$ cat config.mk
export PLATFORM = sky130hd
export DESIGN_NAME = pcrb_register_bank
export DESIGN_NICKNAME = d
export VERILOG_FILES = /design/src/pcrb_sync2.v /design/src/pcrb_shadow.v /design/src/pcrb_register_bank.v
export VERILOG_INCLUDE_DIRS = /design/src
export SDC_FILE = /design/constraint.sdc
export NUM_CORES = 1
export LEC_CHECK = 0
export BUFFER_PORTS_ARGS = -buffer_cell sky130_fd_sc_hd__buf_4
export CORE_MARGIN = 3
export CORE_UTILIZATION = 50
export CTS_BUF_LIST = sky130_fd_sc_hd__clkbuf_8 sky130_fd_sc_hd__clkbuf_16
export DETAILED_ROUTE_END_ITERATION = 7
export GPL_TIMING_DRIVEN = 0
export PLACE_DENSITY_LB_ADDON = 0.12
export SETUP_SLACK_MARGIN = 0.3
export SYNTH_ARGS = -nofsm -noshare
export SYNTH_HDL_FRONTEND = slang
export SYNTH_HIERARCHICAL = 1
export SYNTH_SLANG_ARGS = --single-unit
$ cat constraint.sdc
create_clock -name clk -period 2 [get_ports clk]
set_clock_uncertainty 0.2 [all_clocks]
set_input_delay 0.1 -clock clk [delete_from_list [all_inputs] [get_ports clk]]
set_output_delay 0.1 -clock clk [all_outputs]
set_load 0.005 [all_outputs]
$ cat src/pcrb_consts.vh
// register offsets, field positions and reset values of the paged register bank
`ifndef PCRB_CONSTS_VH
`define PCRB_CONSTS_VH
`define PCRB_ADDR_PAGE 8'hFF
`define PCRB_ADDR_PASS 8'hEA
`define PCRB_ADDR_MSTAT 8'hF7
`define PCRB_ADDR_CLKSRC 8'hE0
`define PCRB_ADDR_TXOUT 8'hE6
`define PCRB_ADDR_SPREAD 8'hE7
`define PCRB_ADDR_VLATCH 8'hF2
`define PCRB_ADDR_DITHCTL 8'h08
`define PCRB_ADDR_DITHINC 8'h09
`define PCRB_ADDR_CORING 8'h2F
`define PCRB_ADDR_MOSQ 8'h31
`define PCRB_PAGE_GRC 5'h1D
`define PCRB_PAGE_DITH 5'h1F
`define PCRB_PAGE_MAX 5'h1B
`define PCRB_MASK_PAGE 8'h1F
`define PCRB_MASK_PASS 8'h01
`define PCRB_MASK_CLKSRC 8'h08
`define PCRB_MASK_TXOUT 8'h16
`define PCRB_MASK_SPREAD 8'h3F
`define PCRB_MASK_VLATCH 8'h01
`define PCRB_MASK_DITHCTL 8'h7F
`define PCRB_MASK_DITHINC 8'h03
`define PCRB_MASK_CORING 8'h77
`define PCRB_MASK_MOSQ 8'hF7
`define PCRB_RST_BYTE 8'h00
`define PCRB_BIT_CLKSRC 3
`define PCRB_BIT_SWING 4
`define PCRB_BIT_TXA 1
`define PCRB_BIT_TXB 2
`define PCRB_BIT_SSEN 2
`define PCRB_BIT_SSEL 3
`define PCRB_BIT_VLTEN 0
`define PCRB_BIT_PASS 0
`endif

$ cat src/pcrb_sync2.v
// two flip-flop synchroniser for a single level
`timescale 1ns/1ps
module pcrb_sync2 (
  input wire clk,
  input wire rst,
  input wire din,
  output wire dout
);
  reg stage1_r;
  reg stage2_r;
  always @(posedge clk or posedge rst) begin
    if (rst) begin
      stage1_r <= 1'b0;
      stage2_r <= 1'b0;
    end else begin
      stage1_r <= din;
      stage2_r <= stage1_r;
    end
  end
  assign dout = stage2_r;
endmodule

$ cat src/pcrb_shadow.v
// vsync-latched active copy of a shadow register
`timescale 1ns/1ps
`include "pcrb_consts.vh"
module pcrb_shadow #(
  parameter W = 8
) (
  input wire clk,
  input wire rst,
  input wire [W-1:0] shadowIn,
  input wire load,
  output reg [W-1:0] activeOut
);
  always @(posedge clk or posedge rst) begin
    if (rst) begin
      activeOut <= {W{1'b0}};
    end else if (load) begin
      activeOut <= shadowIn;
    end
  end
endmodule

$ cat src/pcrb_register_bank.v
// paged control register bank with common registers and vsync latching
// Functional notes
// - page field at FFh selects register page
// - common registers reachable on any page
// - latched registers transfer shadow at vsync
// - latch enable F2h[0] gates vsync transfer
// - latch enable resets to zero
// - EAh[0] enables slave to master pass-through
// - F7h[0] reads master busy
// - F7h[2:1] reads eeprom error status
// - E0h[3] selects video clock link
// - E6h[4] selects transmitter swing
// - E6h[1] link A, [2] link B enables
// - E7h[2] enables clock spreader
// - E7h[1:0] frequency, [5:4] ratio selects
// - fields honour read/write direction
`timescale 1ns/1ps
`include "pcrb_consts.vh"
module pcrb_register_bank (
  input wire clk,
  input wire rst,
  input wire wrStb,
  input wire rdStb,
  input wire [7:0] subAddr,
  input wire [7:0] wrData,
  output reg [7:0] rdData_r,
  output reg rdValid_r,
  input wire vsyncPin,
  input wire masterBusyIn,
  input wire [1:0] eepromErrIn,
  output wire [4:0] pageSelect,
  output wire busPassThroughEnable,
  output wire videoClockSourceSelect,
  output wire txSwingSelect,
  output wire txLinkAEnable,
  output wire txLinkBEnable,
  output wire txSpreadEnable,
  output wire [1:0] txSpreadFreqSelect,
  output wire txSpreadTypeSelect,
  output wire [1:0] txSpreadRatioSelect,
  output wire vsyncLatchEnable,
  output wire [2:0] verticalCoringLevel,
  output wire [2:0] horizontalCoringLevel,
  output wire [3:0] flatAreaNoiseLevel,
  output wire [2:0] edgeAreaNoiseLevel,
  output wire [2:0] ditherBitDepth,
  output wire [2:0] ditherPatternMode,
  output wire ditherEnable,
  output wire [1:0] ditherIncrement,
  output wire vsyncLoad
);
  // bit index of each register in the one-hot address select
  localparam IDX_PAGE = 0;
  localparam IDX_PASS = 1;
  localparam IDX_CLKSRC = 2;
  localparam IDX_TXOUT = 3;
  localparam IDX_SPREAD = 4;
  localparam IDX_VLATCH = 5;
  localparam IDX_MSTAT = 6;
  localparam IDX_DITHCTL = 7;
  localparam IDX_DITHINC = 8;
  localparam IDX_CORING = 9;
  localparam IDX_MOSQ = 10;

  reg [7:0] pageReg_r;
  reg [7:0] passReg_r;
  reg [7:0] clkSrcReg_r;
  reg [7:0] txOutReg_r;
  reg [7:0] spreadReg_r;
  reg [7:0] vlatchReg_r;
  reg [7:0] dithCtlReg_r;
  reg [7:0] dithIncReg_r;
  reg [7:0] coringReg_r;
  reg [7:0] mosqReg_r;
  reg [7:0] rdData_nxt;
  reg vsyncPrev_r;
  wire vsyncSync;
  wire [7:0] dithCtlAct;
  wire [7:0] dithIncAct;
  wire [7:0] coringAct;
  wire [7:0] mosqAct;
  wire pageDith;
  wire pageGrc;
  wire [10:0] addrSel;
  wire vsyncRise;
  wire [7:0] statusByte;

  // masked write keeps reserved positions at zero
  function [7:0] pcrbMask;
    input [7:0] data;
    input [7:0] mask;
    begin
      pcrbMask = data & mask;
    end
  endfunction

  // page register match on the five page bits
  function pcrbPageIs;
    input [7:0] pageByte;
    input [4:0] page;
    begin
      pcrbPageIs = (pageByte[4:0] == page);
    end
  endfunction

  // one-hot select of the addressed register, common ones ahead of page
  function [10:0] pcrbDecode;
    input [7:0] addr;
    input dith;
    input gradation_creation;
    begin
      pcrbDecode = 11'h000;
      if (addr == `PCRB_ADDR_PAGE) begin
        pcrbDecode[IDX_PAGE] = 1'b1;
      end else if (addr == `PCRB_ADDR_PASS) begin
        pcrbDecode[IDX_PASS] = 1'b1;
      end else if (addr == `PCRB_ADDR_CLKSRC) begin
        pcrbDecode[IDX_CLKSRC] = 1'b1;
      end else if (addr == `PCRB_ADDR_TXOUT) begin
        pcrbDecode[IDX_TXOUT] = 1'b1;
      end else if (addr == `PCRB_ADDR_SPREAD) begin
        pcrbDecode[IDX_SPREAD] = 1'b1;
      end else if (addr == `PCRB_ADDR_VLATCH) begin
        pcrbDecode[IDX_VLATCH] = 1'b1;
      end else if (addr == `PCRB_ADDR_MSTAT) begin
        pcrbDecode[IDX_MSTAT] = 1'b1;
      end else if (dith && addr == `PCRB_ADDR_DITHCTL) begin
        pcrbDecode[IDX_DITHCTL] = 1'b1;
      end else if (dith && addr == `PCRB_ADDR_DITHINC) begin
        pcrbDecode[IDX_DITHINC] = 1'b1;
      end else if (gradation_creation && addr == `PCRB_ADDR_CORING) begin
        pcrbDecode[IDX_CORING] = 1'b1;
      end else if (gradation_creation && addr == `PCRB_ADDR_MOSQ) begin
        pcrbDecode[IDX_MOSQ] = 1'b1;
      end
    end
  endfunction

  pcrb_sync2 uVsyncSync (
    .clk(clk),
    .rst(rst),
    .din(vsyncPin),
    .dout(vsyncSync)
  );

  always @(posedge clk or posedge rst) begin
    if (rst) begin
      vsyncPrev_r <= 1'b0;
    end else begin
      vsyncPrev_r <= vsyncSync;
    end
  end

  // rising edge of the synchronised vsync level
  assign vsyncRise = vsyncSync & ~vsyncPrev_r;

  // latch event only while latch enabled
  assign vsyncLoad = vsyncRise & vlatchReg_r[`PCRB_BIT_VLTEN];

  assign pageDith = pcrbPageIs(pageReg_r, `PCRB_PAGE_DITH);
  assign pageGrc = pcrbPageIs(pageReg_r, `PCRB_PAGE_GRC);

  // one address decode shared by write and read
  assign addrSel = pcrbDecode(subAddr, pageDith, pageGrc);

  // status byte, read only
  assign statusByte = {5'h00, eepromErrIn, masterBusyIn};

  // register writes
  always @(posedge clk or posedge rst) begin
    if (rst) begin
      pageReg_r <= `PCRB_RST_BYTE;
      passReg_r <= `PCRB_RST_BYTE;
      clkSrcReg_r <= `PCRB_RST_BYTE;
      txOutReg_r <= `PCRB_RST_BYTE;
      spreadReg_r <= `PCRB_RST_BYTE;
      vlatchReg_r <= `PCRB_RST_BYTE;
      dithCtlReg_r <= `PCRB_RST_BYTE;
      dithIncReg_r <= `PCRB_RST_BYTE;
      coringReg_r <= `PCRB_RST_BYTE;
      mosqReg_r <= `PCRB_RST_BYTE;
    end else if (wrStb) begin
      // common registers decoded ahead of page
      if (addrSel[IDX_PAGE]) begin
        pageReg_r <= pcrbMask(wrData, `PCRB_MASK_PAGE);
      end else if (addrSel[IDX_PASS]) begin
        passReg_r <= pcrbMask(wrData, `PCRB_MASK_PASS);
      end else if (addrSel[IDX_CLKSRC]) begin
        clkSrcReg_r <= pcrbMask(wrData, `PCRB_MASK_CLKSRC);
      end else if (addrSel[IDX_TXOUT]) begin
        txOutReg_r <= pcrbMask(wrData, `PCRB_MASK_TXOUT);
      end else if (addrSel[IDX_SPREAD]) begin
        spreadReg_r <= pcrbMask(wrData, `PCRB_MASK_SPREAD);
      end else if (addrSel[IDX_VLATCH]) begin
        vlatchReg_r <= pcrbMask(wrData, `PCRB_MASK_VLATCH);
      end else if (addrSel[IDX_MSTAT]) begin
        // status byte ignores writes
        pageReg_r <= pageReg_r;
      end else if (addrSel[IDX_DITHCTL]) begin
        dithCtlReg_r <= pcrbMask(wrData, `PCRB_MASK_DITHCTL);
      end else if (addrSel[IDX_DITHINC]) begin
        dithIncReg_r <= pcrbMask(wrData, `PCRB_MASK_DITHINC);
      end else if (addrSel[IDX_CORING]) begin
        coringReg_r <= pcrbMask(wrData, `PCRB_MASK_CORING);
      end else if (addrSel[IDX_MOSQ]) begin
        mosqReg_r <= pcrbMask(wrData, `PCRB_MASK_MOSQ);
      end
    end
  end

  // read decode, registered data
  always @* begin
    rdData_nxt = 8'h00;
    if (addrSel[IDX_PAGE]) begin
      rdData_nxt = pageReg_r;
    end else if (addrSel[IDX_PASS]) begin
      rdData_nxt = passReg_r;
    end else if (addrSel[IDX_CLKSRC]) begin
      rdData_nxt = clkSrcReg_r;
    end else if (addrSel[IDX_TXOUT]) begin
      rdData_nxt = txOutReg_r;
    end else if (addrSel[IDX_SPREAD]) begin
      rdData_nxt = spreadReg_r;
    end else if (addrSel[IDX_VLATCH]) begin
      rdData_nxt = vlatchReg_r;
    end else if (addrSel[IDX_MSTAT]) begin
      rdData_nxt = statusByte;
    end else if (addrSel[IDX_DITHCTL]) begin
      rdData_nxt = dithCtlReg_r;
    end else if (addrSel[IDX_DITHINC]) begin
      rdData_nxt = dithIncReg_r;
    end else if (addrSel[IDX_CORING]) begin
      rdData_nxt = coringReg_r;
    end else if (addrSel[IDX_MOSQ]) begin
      rdData_nxt = mosqReg_r;
    end
  end

  always @(posedge clk or posedge rst) begin
    if (rst) begin
      rdData_r <= 8'h00;
      rdValid_r <= 1'b0;
    end else begin
      rdValid_r <= rdStb;
      if (rdStb) begin
        rdData_r <= rdData_nxt;
      end
    end
  end

  // vsync-latched active copies of picture registers
  pcrb_shadow #(.W(8)) uDithCtl (
    .clk(clk),
    .rst(rst),
    .shadowIn(dithCtlReg_r),
    .load(vsyncLoad),
    .activeOut(dithCtlAct)
  );
  pcrb_shadow #(.W(8)) uDithInc (
    .clk(clk),
    .rst(rst),
    .shadowIn(dithIncReg_r),
    .load(vsyncLoad),
    .activeOut(dithIncAct)
  );
  pcrb_shadow #(.W(8)) uCoring (
    .clk(clk),
    .rst(rst),
    .shadowIn(coringReg_r),
    .load(vsyncLoad),
    .activeOut(coringAct)
  );
  pcrb_shadow #(.W(8)) uMosq (
    .clk(clk),
    .rst(rst),
    .shadowIn(mosqReg_r),
    .load(vsyncLoad),
    .activeOut(mosqAct)
  );

  // levels of common registers
  assign pageSelect = pageReg_r[4:0];
  assign busPassThroughEnable = passReg_r[`PCRB_BIT_PASS];
  assign videoClockSourceSelect = clkSrcReg_r[`PCRB_BIT_CLKSRC];
  assign txSwingSelect = txOutReg_r[`PCRB_BIT_SWING];
  assign txLinkAEnable = txOutReg_r[`PCRB_BIT_TXA];
  assign txLinkBEnable = txOutReg_r[`PCRB_BIT_TXB];
  assign txSpreadEnable = spreadReg_r[`PCRB_BIT_SSEN];
  assign txSpreadFreqSelect = spreadReg_r[1:0];
  assign txSpreadTypeSelect = spreadReg_r[`PCRB_BIT_SSEL];
  assign txSpreadRatioSelect = spreadReg_r[5:4];
  assign vsyncLatchEnable = vlatchReg_r[`PCRB_BIT_VLTEN];
  // fields of active picture copies
  assign verticalCoringLevel = coringAct[6:4];
  assign horizontalCoringLevel = coringAct[2:0];
  assign flatAreaNoiseLevel = mosqAct[7:4];
  assign edgeAreaNoiseLevel = mosqAct[2:0];
  assign ditherBitDepth = dithCtlAct[6:4];
  assign ditherPatternMode = dithCtlAct[3:1];
  assign ditherEnable = dithCtlAct[0];
  assign ditherIncrement = dithIncAct[1:0];
endmodule

==> results of run 1 <==
==> final timing paths <==
check	from	end	slack, ps
hold reg to reg	uVsyncSync/stage1_r	uVsyncSync/dout	160
setup / recovery	pageReg_r[1]	dithCtlReg_r[1]	-100
min in group asynchronous	rst	uCoring/activeOut[0]	60
setup reg to reg	pageReg_r[1]	dithCtlReg_r[1]	-100
max in group asynchronous	rst	uVsyncSync/dout	910
hold / removal	wrStb	clkSrcReg_r[3]	20
==> metal layers <==
layer / GRT usage (%) / vias to the layer above
met2: 38.7 / 117
met1: 28.4 / 1319
met3: 5.84 / 14
met4: 6.64 / 0
met5: 0 / -
li1: - / 1220
==> through the flow <==
| stage | cell area (um^2) | setup WS, ps |
|---|---|---|
| after floorplan | 3520 | -54.2 |
| after global placement | 4160 | -333 |
| after global routing | 4710 | -139 |
| after CTS | 4650 | -182 |
| after detailed placement | 4180 | -352 |
| final | 4710 | -99.7 |
==> flip-flops by register name (all words and copies together) (netlist names), 2 cells and up <==
register,cells
dithCtlReg_r,7
uMosq/activeOut,7
uDithInc/activeOut,2
uDithCtl/activeOut,7
pageReg_r,5
rdData_r,8
txOutReg_r,3
spreadReg_r,6
coringReg_r,6
dithIncReg_r,2
uCoring/activeOut,6
mosqReg_r,7
==> layout make-up <==
| type | instances | area [um^2] |
|---|---|---|
| timing repair buffer | 96 | 767 |
| multi-input combinational | 172 | 1630 |
| inverter | 11 | 41.3 |
| clock inverter | 7 | 118 |
| clock buffer | 9 | 124 |
| fill | 483 | 1860 |
| sequential | 73 | 1830 |
| buffer | 13 | 85.1 |
| tap | 93 | 116 |
==> power breakdown <==
part / leakage, nW / internal (W) / total, W / switching, W
clock: 0.117 / 0.000828 / 0.00139 / 0.000562
sequential: 1.00 / 0.00150 / 0.00152 / 0.0000214
combinational: 1.22 / 0.000137 / 0.000287 / 0.000150
==> worst max-delay path: cells and delay by family (launching register included) <==
family	cells	cell delay [ps]
mux	1	310
flops	1	370
buf+inv	1	170
simple gates	4	930
==> cell usage in the layout, fill, tap and decap left out, types with 4 or more instances in the layout <==
cell type / n
mux2_4: 29
nor2_1: 10
dlygate4sd3_1: 12
nand2_1: 8
nand3_1: 7
a21oi_1: 8
mux2_2: 34
nor3_1: 4
buf_4: 83
buf_6: 5
nand2b_1: 4
dfrtp_1: 73
clkbuf_8: 9
a31oi_1: 4
clkbuf_1: 6
inv_1: 11
==> what timing repair did <==
item	CTS	global route
setup buffers	9	4
hold buffers	12	0
gates resized for setup	9	9
pin swaps	11	3
endpoints found under the hold margin	116	0
setup endpoints to repair	39	41
==> metrics.md, run 1 <==
| Metric | Value |
|---|---|
| Worst Path Class, Setup | `reg -> reg` |
| Post-route total power | `0.00320 W` |
| CTS tree | `yes` |
| Met2 Wirelength | `4.50 mm` |
| Fin Hold WS | `17.4 ps` |
| Syn_area_per_cell | `13.0 um^2` |
| Max stage delay cell, worst path | `or4b_4` |
| Failing checks | `negative setup slack` |
| Post-route non-filler standard cell count | `474` |
| Final Slew Violations | `0` |
| Post-DP HPWL | `6.36 mm` |
| Synth Instances | `269` |
| # IOs | `73` |
| Worst Max-Slew Pin Slew | `491 ps` |
| Clock Tree Buf Depth | `2` |
| Largest net degree at the start of global routing | `41` |
| Num CTS Buffers | `9` |
| DRT antenna net count | `0` |
| Cell Rows | `29` |
| Max-slew headroom | `between 60% and 70%` |
| Die Wd | `roughly 90 um` |
| Synthesized area | `approximately 3500 um^2` |
| Syn. warnings | `6` |
| Gr usage total | `22.6%` |
| Clk_lat worst skew | `around 350 ps` |
| Layout cells sized above 1 | `between 40% and 50%` |
| Element type at the critical path end | `register` |
| Top layer in use | `met4` |
| WP data required | `2040 ps` |
| Worst reg-to-reg path cell count | `6` |
| Port Buf Inserts | `70` |
| Layout overhead on the synthesized area | `34.3%` |
| CORE AREA | `approximately 6600 um^2` |
| Hold Path Stages | `3` |
| DIE HEIGHT | `~90 um` |
| Initial cell density of the core | `53.4%` |
| CP Data Arrival Time | `2130 ps` |
| Post-Route WL | `8.99 mm` |
| Worst path max stage delay | `480 ps` |
| Final WS setup | `-99.7 ps` |
| Cells along the critical path | `or4b_4 > nor4_4 > buf_4 > and2_4 > nand2_8 > mux2_4` |
| Setup_tns | `-978 ps` |
| Root buffer cell | `clkbuf_8` |
| Clk slew on worst S/H paths | `80 ps` |
| DRT iter0 DRCs | `182` |
| Peak VDD IR | `roughly 0.0007 V` |
| First-pass GRT wire length | `14.3 mm` |
| Met3 WL | `between 500 and 600 um` |
| Vias in the first global route | `2737` |
| Dpl cells | `433` |
| Pre-Repair DR Iteration Count | `5` |
| H-tree depth | `3` |
| Lkg Pwr | `roughly 2.3 nW` |
| Hold Vio Cnt, Final | `0` |
| Via count | `2670` |
| Status | `finished, violations left` |
| Post-layout minimum cycle time | `approximately 2100 ps` |
| Routed vias/inst | `5.63` |
| Crit-path max FO | `7` |
| Class of the tightest hold or removal check | `in -> reg` |
| Wl on met1 | `3.78 mm` |
| Crit path launch type | `register` |
| FMAX | `476 MHz` |
| Die Area | `slightly above 8000 um^2` |
| DR DRC count | `0` |
| Gr ovfl total | `0` |
| Part of the cycle the worst path needs | `105%` |
| GPL Wtd Cong | `0.837` |
| Fin nets | `400` |
| ANT cells | `0` |
| Num Clock Sinks | `73` |
| Initial antenna violation count | `0` |
| # setup viols final | `15` |
| Power density cells | `679 nW/um^2` |
| Post-Route Utilization | `a little under three quarters` |
| Syn_nets | `about 290` |
| RSZ-0062 raised after global routing | `yes` |
| Max Cap Viol | `0` |
| Wire length per cell | `between 15 and 20 um` |
Power figures use the tool's default switching activity.
==> inputs of run 2 (changes only) <==
- CORE_UTILIZATION: 50 -> 49
- GPL_TIMING_DRIVEN: 0 -> default
- SYNTH_HIERARCHICAL: 1 -> default
==> run 2 against run 1 <==
The run still ends with negative setup slack left; combinational power rose by 6%; critical path type unchanged; fmax up 1.0%; via count up 3.8%; setup slack improved by 22 ps; synthesized cell count is 12% higher; largest cell class unchanged.
==> metrics.md, run 2 <==
| Metric | Value |
|---|---|
| Syn_nets | `325` |
| Synthesized area | `3330 um^2` |
| Crit path launch type | `register` |
| Status | `finished, violations left` |
| Most common cell after layout, fill and taps aside | `buf_4` |
| Clk_lat worst skew | `between 300 and 400 ps` |
| CP dominant cell by count | `and2_4` |
| Dpl cells | `472` |
| Part of the cycle the worst path needs | `104%` |
| Gr ovfl total | `0` |
| CORE AREA | `6460 um^2` |
| Final Slew Violations | `0` |
| Crit path buffers/inverters | `0` |
| Asr flop ratio synth | `100%` |
| Final instance area | `about 4800 um^2` |
| Max-slew headroom | `62.3%` |
| Post-synthesis cell type count | `50` |
| R2r endpoint | `mosqReg_r[1]` |
| Fin nets | `between 400 and 500` |
| Post-route total power | `approximately 0.0029 W` |
| Post-route non-filler standard cell count | `around 510` |
| Post-DP HPWL | `6.59 mm` |
| DIE HEIGHT | `88.5 um` |
| Clock Tree Buf Depth | `2` |
| Max Cap Viol | `0` |
| Class of the tightest hold or removal check | `in -> reg` |
| Element type at the critical path end | `register` |
| Cell Area, Placed | `4280 um^2` |
| Hold Vio Cnt, Final | `0` |
| DRT antenna net count | `0` |
| Power density cells | `roughly 600 nW/um^2` |
| Flop-to-flop setup slack | `-80 ps` |
| Most flop-heavy register | `rdData_r` |
| Internal power | `0.00214 W` |
| Leading area contributor after synthesis | `dfrtp_1` |
| # IOs | `between 70 and 80` |
| Worst Max-Slew Pin Slew | `564 ps` |
| Max stage delay cell, worst path | `or4b_4` |
| Setup_tns | `-732 ps` |
| Top delay family on crit path | `simple AND/OR/NAND/NOR gates` |
| Clk slew on worst S/H paths | `70 ps` |
| Layout cells sized above 1 | `45.6%` |
| Largest net degree at the start of global routing | `28` |
| Failing checks | `negative setup slack` |
| Critical path endpoint | `mosqReg_r[1]` |
| Lkg Pwr | `2.45 nW` |
| Pre-Repair DR Iteration Count | `4` |
| Die Area | `7830 um^2` |
| Initial antenna violation count | `0` |
| Peak VDD IR | `0.000442 V` |
| DRT iter0 DRCs | `127` |
| Top area cells in the synthesized netlist | `dfrtp_1 (55%), mux2_2 (10%), nand2_1 (8.6%), mux2_4 (3.2%), nor2_1 (1.5%)` |
| Syn_area_per_cell | `roughly 11 um^2` |
| CP startpoint | `pageReg_r[1]` |
| Register bit total from synthesis | `73` |
| Routed vias/inst | `approximately 5.4` |
| H-tree depth | `3` |
| Combinational share of power | `10.6%` |
| Synth Instances | `between 300 and 400` |
| First-pass GRT wire length | `15.1 mm` |
| Cells along the critical path | `or4b_4 > nor2_4 > and2_4 > and2_4 > mux2_4` |
| Final WS setup | `-78.0 ps` |
| Die Wd | `88.5 um` |
| Layout overhead on the synthesized area | `42.7%` |
| Most frequent cell after synthesis | `nand2_1` |
| Num Clock Sinks | `73` |
| Yosys top cell area share | `54.8%` |
| Post-Route WL | `9.17 mm` |
| Main flop type after synthesis | `dfrtp_1` |
| Worst path max stage delay | `560 ps` |
| Initial cell density of the core | `51.6%` |
| DR DRC count | `0` |
| Vias in the first global route | `2922` |
| WP data required | `2030 ps` |
| Via count | `2771` |
| Syn. warnings | `0` |
| Wire length per cell | `between 15 and 20 um` |
| Crit-path max FO | `7` |
| Sequential power share | `53.1%` |
| Worst reg-to-reg path cell count | `5` |
| GPL Wtd Cong | `roughly 0.9` |
| Gr usage total | `about a quarter` |
| # setup viols final | `14` |
| Num CTS Buffers | `9` |
| Most frequent cells after synthesis | `nand2_1 (76), dfrtp_1 (73), mux2_2 (30)` |
| Clock power share | `36.3%` |
| Register area share after synthesis | `54.8%` |
| ANT cells | `0` |
| CP Data Arrival Time | `2110 ps` |
| Worst Path Class, Setup | `reg -> reg` |
| Cell Rows | `29` |
| Dpl ws | `-198 ps` |
| Switch share | `25.4%` |
| Largest register FFs | `8` |
| Post-layout minimum cycle time | `2080 ps` |
| Highest-count cells in the layout ignoring fill and taps | `buf_4 (105), nand2_1 (76), dfrtp_1 (73)` |
| Root buffer cell | `clkbuf_8` |
| Number of synthesized flops with an enable pin | `0` |
| R2R Path Start | `pageReg_r[1]` |
| RSZ-0062 raised after global routing | `yes` |
| CTS tree | `yes` |
| Port Buf Inserts | `slightly above 70` |
| WP depth | `5` |
| FMAX | `approximately 480 MHz` |
| Sw Pwr | `between 0.0007 and 0.0008 W` |
## run 2: cells by family after synthesis
group | synth area share [%]
AOI/OAI and AO/OA | 8.86
xor gates and xnor gates | 0.526
buffers and inverters | 2.89
DFF | 54.8
muxes | 14.6
and+or+nand+nor | 18.4
## run 2: worst min-delay path by stage
stage | end | start | depth (start not counted)
floorplan | rdValid_r | rdStb | 0
finish | rdData_r[2] | eepromErrIn[1] | 5
detailed placement | uVsyncSync.dout | rst | 2
CTS | txOutReg_r[2] | wrStb | 3
global placement | uVsyncSync.dout | rst | 2
global route | txOutReg_r[4] | wrStb | 3
## run 2: metrics by stage
step | hold slack, ps | utilization, %
2_1_floorplan | -68.6 | -
3_3_place_gp | -12.9 | 66.3
3_5_place_dp | -7.01 | 66.3
4_1_cts | 26.1 | 73.0
5_1_grt | 39.4 | 73.7
6_report | 19.3 | 73.7
## run 2: final cells by class
class,count,area [um^2]
Clock buffer,10,138
Timing Repair Buffer,128,1060
Inverter,7,33.8
Timing Repair inverter,1,7.51
Clock inverter,6,41.3
Tap cell,77,96.3
Fill cell,485,1700
Sequential cell,73,1830
Multi-Input combinational cell,207,1560
## run 2: timing repair
item,CTS,global route
gates cloned,1,0
hold buffers,13,0
setup buffers,5,2
endpoints found under the hold margin,97,0
endpoints found under the setup margin,32,42
pin swaps,8,8
resized for setup,20,10
## run 2: power by group through the flow
stage / Sequential [W] / Clock, W / Combinational, W
floorplan: 0.00155 / 0 / 0.000115
global placement: 0.00155 / 0 / 0.000278
detailed placement: 0.00155 / 0 / 0.000279
CTS: 0.00152 / 0.00105 / 0.000305
global route: 0.00153 / 0.00112 / 0.000331
finish: 0.00152 / 0.00104 / 0.000305
## run 2: tightest hold or removal path: cells and delay by family
kind | cells | cell delay [ps]
compound gates | 3 | 240
buf+inv | 1 | 110
simple gates | 1 | 50
## run 2: layer usage
layer	up-vias	GRT usage, %	share of wire (%)	routed length (um)
li1	1314	-	-	-
met1	1378	33.7	44	4080
met2	66	43.6	50	4570
met3	13	4.66	4.1	373
met4	0	8.10	1.6	144
met5	-	0	0	0
